**src/verilog/adc_ctrl_pkg.sv**
```systemverilog
// Package with register map, field layout and encodings of the converter control block
package adc_ctrl_pkg;

    localparam int DATA_W = 14;

    // Register select codes on the two address inputs
    localparam logic [1:0] SEL_RESULT  = 2'h0;
    localparam logic [1:0] SEL_GAIN    = 2'h1;
    localparam logic [1:0] SEL_OFFSET  = 2'h2;
    localparam logic [1:0] SEL_CONTROL = 2'h3;

    // Control register field positions
    localparam int CTL_PWD_BIT = 13;
    localparam int CTL_REF_BIT = 12;
    localparam int CTL_FMT_BIT = 11;
    localparam int CTL_TM_LSB  = 8;
    localparam int CTL_OFF_BIT = 7;

    // Gain field and offset field widths
    localparam int GAIN_W   = 3;
    localparam int OFFSET_W = 8;

    // Reset values of the writable registers
    localparam logic [13:0] GAIN_RST    = 14'h0000;
    localparam logic [13:0] OFFSET_RST  = 14'h0000;
    localparam logic [13:0] CONTROL_RST = 14'h0000;

    // Stages between sample capture and the data bus
    localparam int PIPE_DEPTH = 3;

    // Test input selections
    typedef enum logic [2:0] {
        TM_NORMAL0  = 3'h0,
        TM_BOTH_LO  = 3'h1,
        TM_MID_LO   = 3'h2,
        TM_HI_LO    = 3'h3,
        TM_NORMAL1  = 3'h4,
        TM_BOTH_HI  = 3'h5,
        TM_LO_MID   = 3'h6,
        TM_LO_HI    = 3'h7
    } selftest_input_select_e;

    // Analog input source levels
    typedef enum logic [1:0] {
        SRC_SIGNAL = 2'h0,
        SRC_REF_LO = 2'h1,
        SRC_REF_MID = 2'h2,
        SRC_REF_HI = 2'h3
    } input_source_e;

    // Routing of the two converter inputs
    typedef struct packed {
        input_source_e pos;
        input_source_e neg;
    } input_route_s;

    // One sample travelling through the output pipeline
    typedef struct packed {
        logic [13:0] code;
        logic        out_of_range;
    } sample_s;

endpackage : adc_ctrl_pkg

```
**src/verilog/adc_host_config_and_correction.sv**
```systemverilog
// Host-port registers, offset correction and output pipeline of the converter
`timescale 1ns/1ps

module adc_host_config_and_correction #(
    parameter int PIPE_DEPTH = adc_ctrl_pkg::PIPE_DEPTH
) (
    input  wire logic                 sys_clk,                  // 40 MHz clock
    input  wire logic                 nrst,                     // Async reset, active low
    input  wire logic                 chip_select_n,            // Chip select, active low
    input  wire logic                 write_n,                  // Write strobe, active low
    input  wire logic                 output_enable_n,          // Bus output enable, active low
    input  wire logic                 register_select_high,     // Register select bit 1
    input  wire logic                 register_select_low,      // Register select bit 0
    input  wire logic [13:0]          data_in,                  // Bus data from host
    output logic      [13:0]          data_out,                 // Bus data to host
    output logic      [13:0]          data_oe,                  // Bus drive enables
    input  wire logic                 sample_valid,             // Core produced a sample
    input  wire logic [13:0]          sample_code,              // Raw code, straight binary
    input  wire logic                 sample_over,              // Core saw input beyond range
    output logic                      out_of_range_flag,        // Flag aligned with data
    output logic      [2:0]           gain_step_code,           // Gain in dB
    output logic                      bandgap_voltage_node_ext, // High: internal bandgap off
    output logic                      power_down,               // Core power down
    output adc_ctrl_pkg::input_route_s input_route              // Converter input routing
);

    ////////////////////////////////////////////////////////////////////////////
    // Reset release
    logic       rst_meta_r;
    logic       rst_n_r;

    // Two stages so the release never meets a clock edge mid-setup
    // Only rst_n_r leaves this block; the first stage is never read elsewhere
    always_ff @(posedge sys_clk or negedge nrst) begin
        if (!nrst) begin
            rst_meta_r <= 1'b0;
            rst_n_r    <= 1'b0;
        end else begin
            rst_meta_r <= 1'b1;
            rst_n_r    <= rst_meta_r;
        end
    end

    ////////////////////////////////////////////////////////////////////////////
    // Register access
    logic [1:0]  sel;
    logic        wr_en;
    logic [13:0] gain_setting_r;
    logic [13:0] offset_correction_value_r;
    logic [13:0] converter_control_r;
    logic        we_d_r;

    assign sel = {register_select_high, register_select_low};

    // Write taken on the first cycle the strobe is seen low with chip select
    // A strobe held low writes once; the host raises it between writes
    assign wr_en = !chip_select_n && !write_n && !we_d_r;

    always_ff @(posedge sys_clk or negedge rst_n_r) begin
        if (!rst_n_r) begin
            we_d_r <= 1'b0;
        end else begin
            we_d_r <= !chip_select_n && !write_n;
        end
    end

    // Decode of one register write, shared by the three register processes
    function automatic logic write_hit(input logic       en,
                                       input logic [1:0] s,
                                       input logic [1:0] code);
        return en && (s == code);
    endfunction : write_hit

    // Gain register; full word stored, unused bits read back as written
    always_ff @(posedge sys_clk or negedge rst_n_r) begin
        if (!rst_n_r) begin
            gain_setting_r <= adc_ctrl_pkg::GAIN_RST;
        end else if (write_hit(wr_en, sel, adc_ctrl_pkg::SEL_GAIN)) begin
            gain_setting_r <= data_in;
        end
    end

    // Offset register; only its low eight bits reach the subtractor
    always_ff @(posedge sys_clk or negedge rst_n_r) begin
        if (!rst_n_r) begin
            offset_correction_value_r <= adc_ctrl_pkg::OFFSET_RST;
        end else if (write_hit(wr_en, sel, adc_ctrl_pkg::SEL_OFFSET)) begin
            offset_correction_value_r <= data_in;
        end
    end

    // Control register; a write to the result select is simply ignored
    always_ff @(posedge sys_clk or negedge rst_n_r) begin
        if (!rst_n_r) begin
            converter_control_r <= adc_ctrl_pkg::CONTROL_RST;
        end else if (write_hit(wr_en, sel, adc_ctrl_pkg::SEL_CONTROL)) begin
            converter_control_r <= data_in;
        end
    end

    ////////////////////////////////////////////////////////////////////////////
    // Control decode
    logic [2:0] tm;

    assign gain_step_code = gain_setting_r[adc_ctrl_pkg::GAIN_W-1:0];
    assign bandgap_voltage_node_ext = converter_control_r[adc_ctrl_pkg::CTL_REF_BIT];
    assign power_down = converter_control_r[adc_ctrl_pkg::CTL_PWD_BIT];
    assign tm = converter_control_r[adc_ctrl_pkg::CTL_TM_LSB +: 3];

    // Test input routing
    // Codes 000 and 100 take the default and keep the signal path
    always_comb begin
        input_route = '{adc_ctrl_pkg::SRC_SIGNAL, adc_ctrl_pkg::SRC_SIGNAL};
        case (tm)
            adc_ctrl_pkg::TM_BOTH_LO:
                input_route = '{adc_ctrl_pkg::SRC_REF_LO, adc_ctrl_pkg::SRC_REF_LO};
            adc_ctrl_pkg::TM_MID_LO:
                input_route = '{adc_ctrl_pkg::SRC_REF_MID, adc_ctrl_pkg::SRC_REF_LO};
            adc_ctrl_pkg::TM_HI_LO:
                input_route = '{adc_ctrl_pkg::SRC_REF_HI, adc_ctrl_pkg::SRC_REF_LO};
            adc_ctrl_pkg::TM_BOTH_HI:
                input_route = '{adc_ctrl_pkg::SRC_REF_HI, adc_ctrl_pkg::SRC_REF_HI};
            adc_ctrl_pkg::TM_LO_MID:
                input_route = '{adc_ctrl_pkg::SRC_REF_LO, adc_ctrl_pkg::SRC_REF_MID};
            adc_ctrl_pkg::TM_LO_HI:
                input_route = '{adc_ctrl_pkg::SRC_REF_LO, adc_ctrl_pkg::SRC_REF_HI};
            default: ;
        endcase
    end

    ////////////////////////////////////////////////////////////////////////////
    // Offset correction
    logic signed [15:0] corr;
    logic signed [15:0] off_ext;
    logic [13:0]        corr_sat;
    logic [13:0]        fmt_code;

    // Offset is an 8-bit two's complement value, sign-extended
    // Upper bits of the offset word are kept for read-back but never used
    assign off_ext = 16'(signed'(offset_correction_value_r[adc_ctrl_pkg::OFFSET_W-1:0]));

    always_comb begin
        if (!converter_control_r[adc_ctrl_pkg::CTL_OFF_BIT]) begin
            corr = signed'({2'h0, sample_code}) - off_ext;
        end else begin
            corr = signed'({2'h0, sample_code});
        end
        // Clip rather than wrap so a large offset cannot flip full scale
        if (corr < 16'sh0000) begin
            corr_sat = 14'h0000;
        end else if (corr > 16'sh3fff) begin
            corr_sat = 14'h3fff;
        end else begin
            corr_sat = corr[13:0];
        end
    end

    // Two's complement output flips the top bit of the straight binary code
    assign fmt_code = converter_control_r[adc_ctrl_pkg::CTL_FMT_BIT] ?
                      {~corr_sat[13], corr_sat[12:0]} : corr_sat;

    ////////////////////////////////////////////////////////////////////////////
    // Output pipeline; flag and code share every stage
    adc_ctrl_pkg::sample_s pipe_r   [PIPE_DEPTH];
    adc_ctrl_pkg::sample_s stage_in [PIPE_DEPTH];
    logic                  range_flag_r;

    // First stage takes the corrected code together with the core's range flag
    assign stage_in[0] = '{fmt_code, sample_over};

    // One register per stage; a stage moves only when the core delivers a sample
    for (genvar g = 0; g < PIPE_DEPTH; g++) begin : g_stage
        if (g > 0) begin : g_link
            assign stage_in[g] = pipe_r[g-1];
        end
        always_ff @(posedge sys_clk or negedge rst_n_r) begin
            if (!rst_n_r) begin
                pipe_r[g] <= '0;
            end else if (sample_valid) begin
                pipe_r[g] <= stage_in[g];
            end
        end
    end

    // Retimed like data_out, so the flag changes on the edge the result does
    always_ff @(posedge sys_clk or negedge rst_n_r) begin
        if (!rst_n_r) begin
            range_flag_r <= 1'b0;
        end else begin
            range_flag_r <= pipe_r[PIPE_DEPTH-1].out_of_range;
        end
    end

    assign out_of_range_flag = range_flag_r;

    ////////////////////////////////////////////////////////////////////////////
    // Read mux and bus drive
    // The selected word reaches the bus one clock after the select settles
    always_ff @(posedge sys_clk or negedge rst_n_r) begin
        if (!rst_n_r) begin
            data_out <= 14'h0000;
        end else begin
            case (sel)
                adc_ctrl_pkg::SEL_RESULT:  data_out <= pipe_r[PIPE_DEPTH-1].code;
                adc_ctrl_pkg::SEL_GAIN:    data_out <= gain_setting_r;
                adc_ctrl_pkg::SEL_OFFSET:  data_out <= offset_correction_value_r;
                default:                   data_out <= converter_control_r;
            endcase
        end
    end

    // Drive only while enabled by the host
    // The three-state buffers sit at the pads; this is only their enable
    assign data_oe = {14{!output_enable_n && !chip_select_n && rst_n_r}};

endmodule : adc_host_config_and_correction

```
**config.mk**
```make
export PLATFORM = sky130hd
export DESIGN_NAME = adc_host_config_and_correction
export DESIGN_NICKNAME = d
export VERILOG_FILES = /design/src/verilog/adc_ctrl_pkg.sv /design/src/verilog/adc_host_config_and_correction.sv
export SDC_FILE = /design/constraint.sdc
export NUM_CORES = 1
export LEC_CHECK = 0
export ABC_AREA = 1
export BUFFER_PORTS_ARGS = -buffer_cell sky130_fd_sc_hd__buf_2
export CAP_MARGIN = 10
export CORE_UTILIZATION = 54
export CTS_BUF_LIST = sky130_fd_sc_hd__clkbuf_4
export DETAILED_ROUTE_END_ITERATION = 10
export PLACE_DENSITY = 0.79
export REMOVE_ABC_BUFFERS = 1
export SLEW_MARGIN = 10
export SYNTH_ARGS = -nofsm -noshare
export SYNTH_HDL_FRONTEND = slang
export SYNTH_SLANG_ARGS = --single-unit
export TNS_END_PERCENT = 10
```
**constraint.sdc**
```tcl
create_clock -name sys_clk -period 3.8 [get_ports sys_clk]
set_input_delay 0.38 -clock sys_clk [delete_from_list [all_inputs] [get_ports sys_clk]]
set_output_delay 0.38 -clock sys_clk [all_outputs]
set_load 0.005 [all_outputs]
```
==> key figures <==
Status
  • Result of the run: finished clean

Hold path
  • Worst Min Path Start: write_n
  • Path class of the lowest-slack min-delay path: in -> reg
  • End point of the worst hold path: we_d_r
  • Hold depth: 2

Yosys
  • Post-synthesis share of cell area spent on and, or, nand and nor gates: 25.7%
  • Synth Area in XOR/XNOR: 0.492%
  • Main combinational cell family by area after synthesis: simple AND/OR/NAND/NOR gates
  • Post-Syn Area per Cell: 8.01 µm²
  • Flops & latches, synth: 105
  • Largest cells by area after synthesis: sky130_fd_sc_hd__dfrtp_1 49%, sky130_fd_sc_hd__nand2_1 17%, sky130_fd_sc_hd__o21ai_0 5.8%
  • Warning count from the yosys run: 0
  • Number of flops mapped to enable cells by yosys: 0
  • Synth cell types: 42
  • Primary FF master, synth: sky130_fd_sc_hd__dfrtp_1
  • Cell type with the largest total area after synthesis: sky130_fd_sc_hd__dfrtp_1
  • Post-synthesis async set-or-reset flop share: 100%
  • Mux cell area share after synthesis: 0%
  • Sequential fraction of the synthesis area: 49.2%
  • Mapped Cells: 667
  • Compound-Gate Fraction of Synth Area: 11.5%
  • Share of synthesized cell area in full adder, half adder and majority cells: 3.89%
  • Area share of the largest cell type after synthesis: 49.2%
  • Summed instance area of the synthesized netlist: 5340 µm²

Timing
  • Slew at the pin with the worst max-slew slack: 1.10 ns
  • Setup TNS: 0 ns
  • Worst hold slack across all endpoints: 0.103 ns
  • Max Fclk: 370 MHz
  • Time the worst path needs with I/O delays and setup: 2.70 ns
  • Clock skew after layout: 0.0171 ns
  • Part of the cycle the worst path needs: 71.1%
  • Endpoints failing setup: 0
  • Worst relative slew slack: 26.2%
  • Final hold violations: 0
  • Max-slew violation count: 0
  • Final worst setup slack: 1.10 ns
  • Setup repair after global routing missed its margin: false

Die
  • Number of top-level design ports: 75
  • Row count: 35
  • Area of the die: 10300 µm²
  • Core outline area: 9420 µm²
  • Starting density of the core: 56.7%
  • Die Height: 101 µm
  • Die W: 101 µm

Placed design
  • Number of buffers added on ports: 74
  • Last weighted congestion value of the routability-driven placer: 0.919
  • Number of placed cells counting well taps: 839
  • Worst setup slack before clock tree synthesis: 1.25 ns
  • Total half-perimeter wirelength after legalization and detailed placement: 8860 µm

Finish
  • Filler cell count: 808
  • Multi-input gate area: 2220 µm²
  • Post-layout nets: 775
  • Fraction of final layout cells sized beyond drive strength 1: 17.5%
  • Synthesis-to-layout area growth: 9.51%
  • Sequential cell area: 2630 µm²
  • Fin cells: 856
  • Inserted Diodes: 0

Setup path
  • Critical R2R Capture: pipe_r[38]
  • Top fanout value on the critical path: 38
  • Source of the worst register-to-register timing path: offset_correction_value_r[7]
  • Worst EP arrival: 2.32 ns
  • Slowest stage delay, CP: 0.85 ns
  • R2R setup slack: 1.21 ns
  • Crit. End Element: output pin
  • Cells along the critical path: nor3b_1 > buf_2
  • Type of the setup path with the least slack: reg -> out
  • Buffer and inverter count on the worst path: 1
  • Slowest cell on the critical path: sky130_fd_sc_hd__nor3b_1
  • Startpoint types: register
  • FF-to-FF path depth: 13
  • Cell class contributing the biggest share of worst-path delay: simple AND/OR/NAND/NOR gates
  • WP data required: 3.42 ns

Power and ir drop
  • Clock Power Share: 17.8%
  • Leak pwr: 3.18 nW
  • Fraction of power spent switching nets: 37.2%
  • Internal power summed over all cells: 1.88 mW
  • Combinational share of power: 31.3%
  • Sequential share of power: 50.9%
  • VDD IR max: 0.240 mV
  • Net switching power: 1.11 mW
  • Power Dens Cells: 512 nW/µm²
  • Overall power consumption: 2.99 mW

CTS
  • Worst-case clock buffer depth: 2
  • Clock latency of the later-clocked register in the worst-skew pair: 0.44 ns
  • CTS clock-pin slew for the worst setup and hold paths: 0.17 ns
  • Number of setup buffers added after CTS: 0
  • Number of H-tree branching levels: 3
  • Sinks on Clock Net: 105
  • Cts bufs inserted: 9
  • Root Driver: sky130_fd_sc_hd__clkbuf_4
  • CTS tree: done

Drt
  • Via density per instance: 5.18
  • Count of antenna-violating nets left after detailed routing: 0
  • Drt drc: 0
  • First drt pass iteration count: 6
  • Total Wirelength: 12000 µm
  • Routed WL per cell: 14.1 µm
  • First DRT Iteration DRCs: 319
  • Via total after detailed routing: 4435

Flow run
  • Max-capacitance violation count: 0

GRT
  • Wire length of the first global-routing pass: 20000 µm
  • Total congestion overflow after global routing: 0
  • Global-route usage over all layers: 25.2%
  • Number of global-route vias before repair: 4200
  • Number of antenna violations at the first check in global routing: 0
  • Pin count of the biggest net entering global routing: 68
==> synth_stat cells (3+ instances only) <==
library cell                number
sky130_fd_sc_hd__inv_2           3
sky130_fd_sc_hd__clkbuf_1       16
sky130_fd_sc_hd__buf_4          16
sky130_fd_sc_hd__nand2_1       245
sky130_fd_sc_hd__o21ai_1         7
sky130_fd_sc_hd__xnor2_1         3
sky130_fd_sc_hd__nor2_1         21
sky130_fd_sc_hd__o21ai_0        62
sky130_fd_sc_hd__dfrtp_1       105
sky130_fd_sc_hd__ha_1           15
sky130_fd_sc_hd__nor2_2          4
sky130_fd_sc_hd__nand2_2         9
sky130_fd_sc_hd__inv_1          69
sky130_fd_sc_hd__nand4_1         5
sky130_fd_sc_hd__a21oi_1        17
sky130_fd_sc_hd__nand3_1        25
sky130_fd_sc_hd__o2111ai_1       6
sky130_fd_sc_hd__buf_2           4
==> metrics by stage <==
stage / instance area, µm² / util [%]
floorplan: 5130 / -
global placement: 5710 / 60.7
detailed placement: 5710 / 60.7
CTS: 5850 / 62.1
global route: 5850 / 62.1
finish: 5850 / 62.1
==> placed cells by master (no fill, tap or decap), drive strengths merged <==
cell,Yosys,routed
o211ai,2,2
conb,1,1
clkinv,2,5
clkinvlp,0,1
nand4,5,5
o22ai,3,3
a22oi,1,1
and3,1,1
dfrtp,105,105
a21oi,18,18
o21ai,71,71
and2,2,2
nand3,29,29
xnor2,3,3
inv,72,75
o2111ai,6,6
or2,4,4
a21o,1,1
nand2,256,256
a221oi,2,2
ha,15,15
nor2,25,25
dlygate4sd3,0,1
clkbuf,16,9
buf,21,80
nor3b,1,1
fa,1,1
o21bai,1,1
a22o,2,2
nor3,1,1
==> worst max-delay path by stage <==
stage / from / endpoint / slack, ns / cells past startpoint
final: rst_n_r / data_oe[1] / 1.10 / 2
after global routing: rst_n_r / data_oe[1] / 0.73 / 2
after CTS: rst_n_r / data_oe[1] / 1.0 / 2
after detailed placement: offset_correction_value_r[7] / pipe_r[38] / 1.25 / 13
after global placement: offset_correction_value_r[7] / pipe_r[38] / 1.31 / 13
after floorplan: rst_n_r / data_oe[0] / -0.80 / 1
==> power by group through the flow <==
stage | sequential (mW) | clock, mW | combinational, mW
finish | 1.52 | 0.533 | 0.937
CTS | 1.52 | 0.551 | 0.942
detailed placement | 1.54 | 0 | 0.937
global route | 1.56 | 0.597 | 1.08
global placement | 1.54 | 0 | 0.915
floorplan | 1.52 | 0 | 0.655
==> cells by family after synthesis <==
group	count (synthesis)
AOI/OAI and AO/OA	107
xor gates and xnor gates	3
adders and majority gates	16
buffers and inverters	111
DFF	105
other	1
and+or+nand+nor	324
==> sequential cells by signal, indices dropped and copies added, names as in the netlist <==
name and count:
pipe_r 45, offset_correction_value_r 14, data_out 14, out_of_range_flag 1, gain_setting_r 14, rst_n_r 1, we_d_r 1, converter_control_r 14
rst_meta_r 1
==> layout make-up <==
type / instances / share of cell area [%]
clock inverters: 7 / 1.05
clock buffers: 9 / 1.16
well taps: 129 / 2.76
inverters: 74 / 4.75
repair buffers: 81 / 7.27
flip-flops and latches: 105 / 45.0
multi-input cells: 451 / 38.0
==> routing by layer <==
metal  share of wire [%]  GRT usage, %  vias to the layer above  wire [µm]
li1                    -             -                     2215          -
met1                  46          34.5                     2071       5480
met2                  48          40.5                      130       5720
met3                 5.2          5.38                       19        622
met4                 1.8          7.25                        0        215
met5                   0             0                        -          0
==> what timing repair did <==
action | in CTS | in global routing
endpoints found under the hold margin | 2 | 0
resized for setup | 0 | 0
endpoints found under the setup margin | 0 | 0
hold buffers | 1 | 0
No activity file was read; power rests on OpenSTA's default activity.
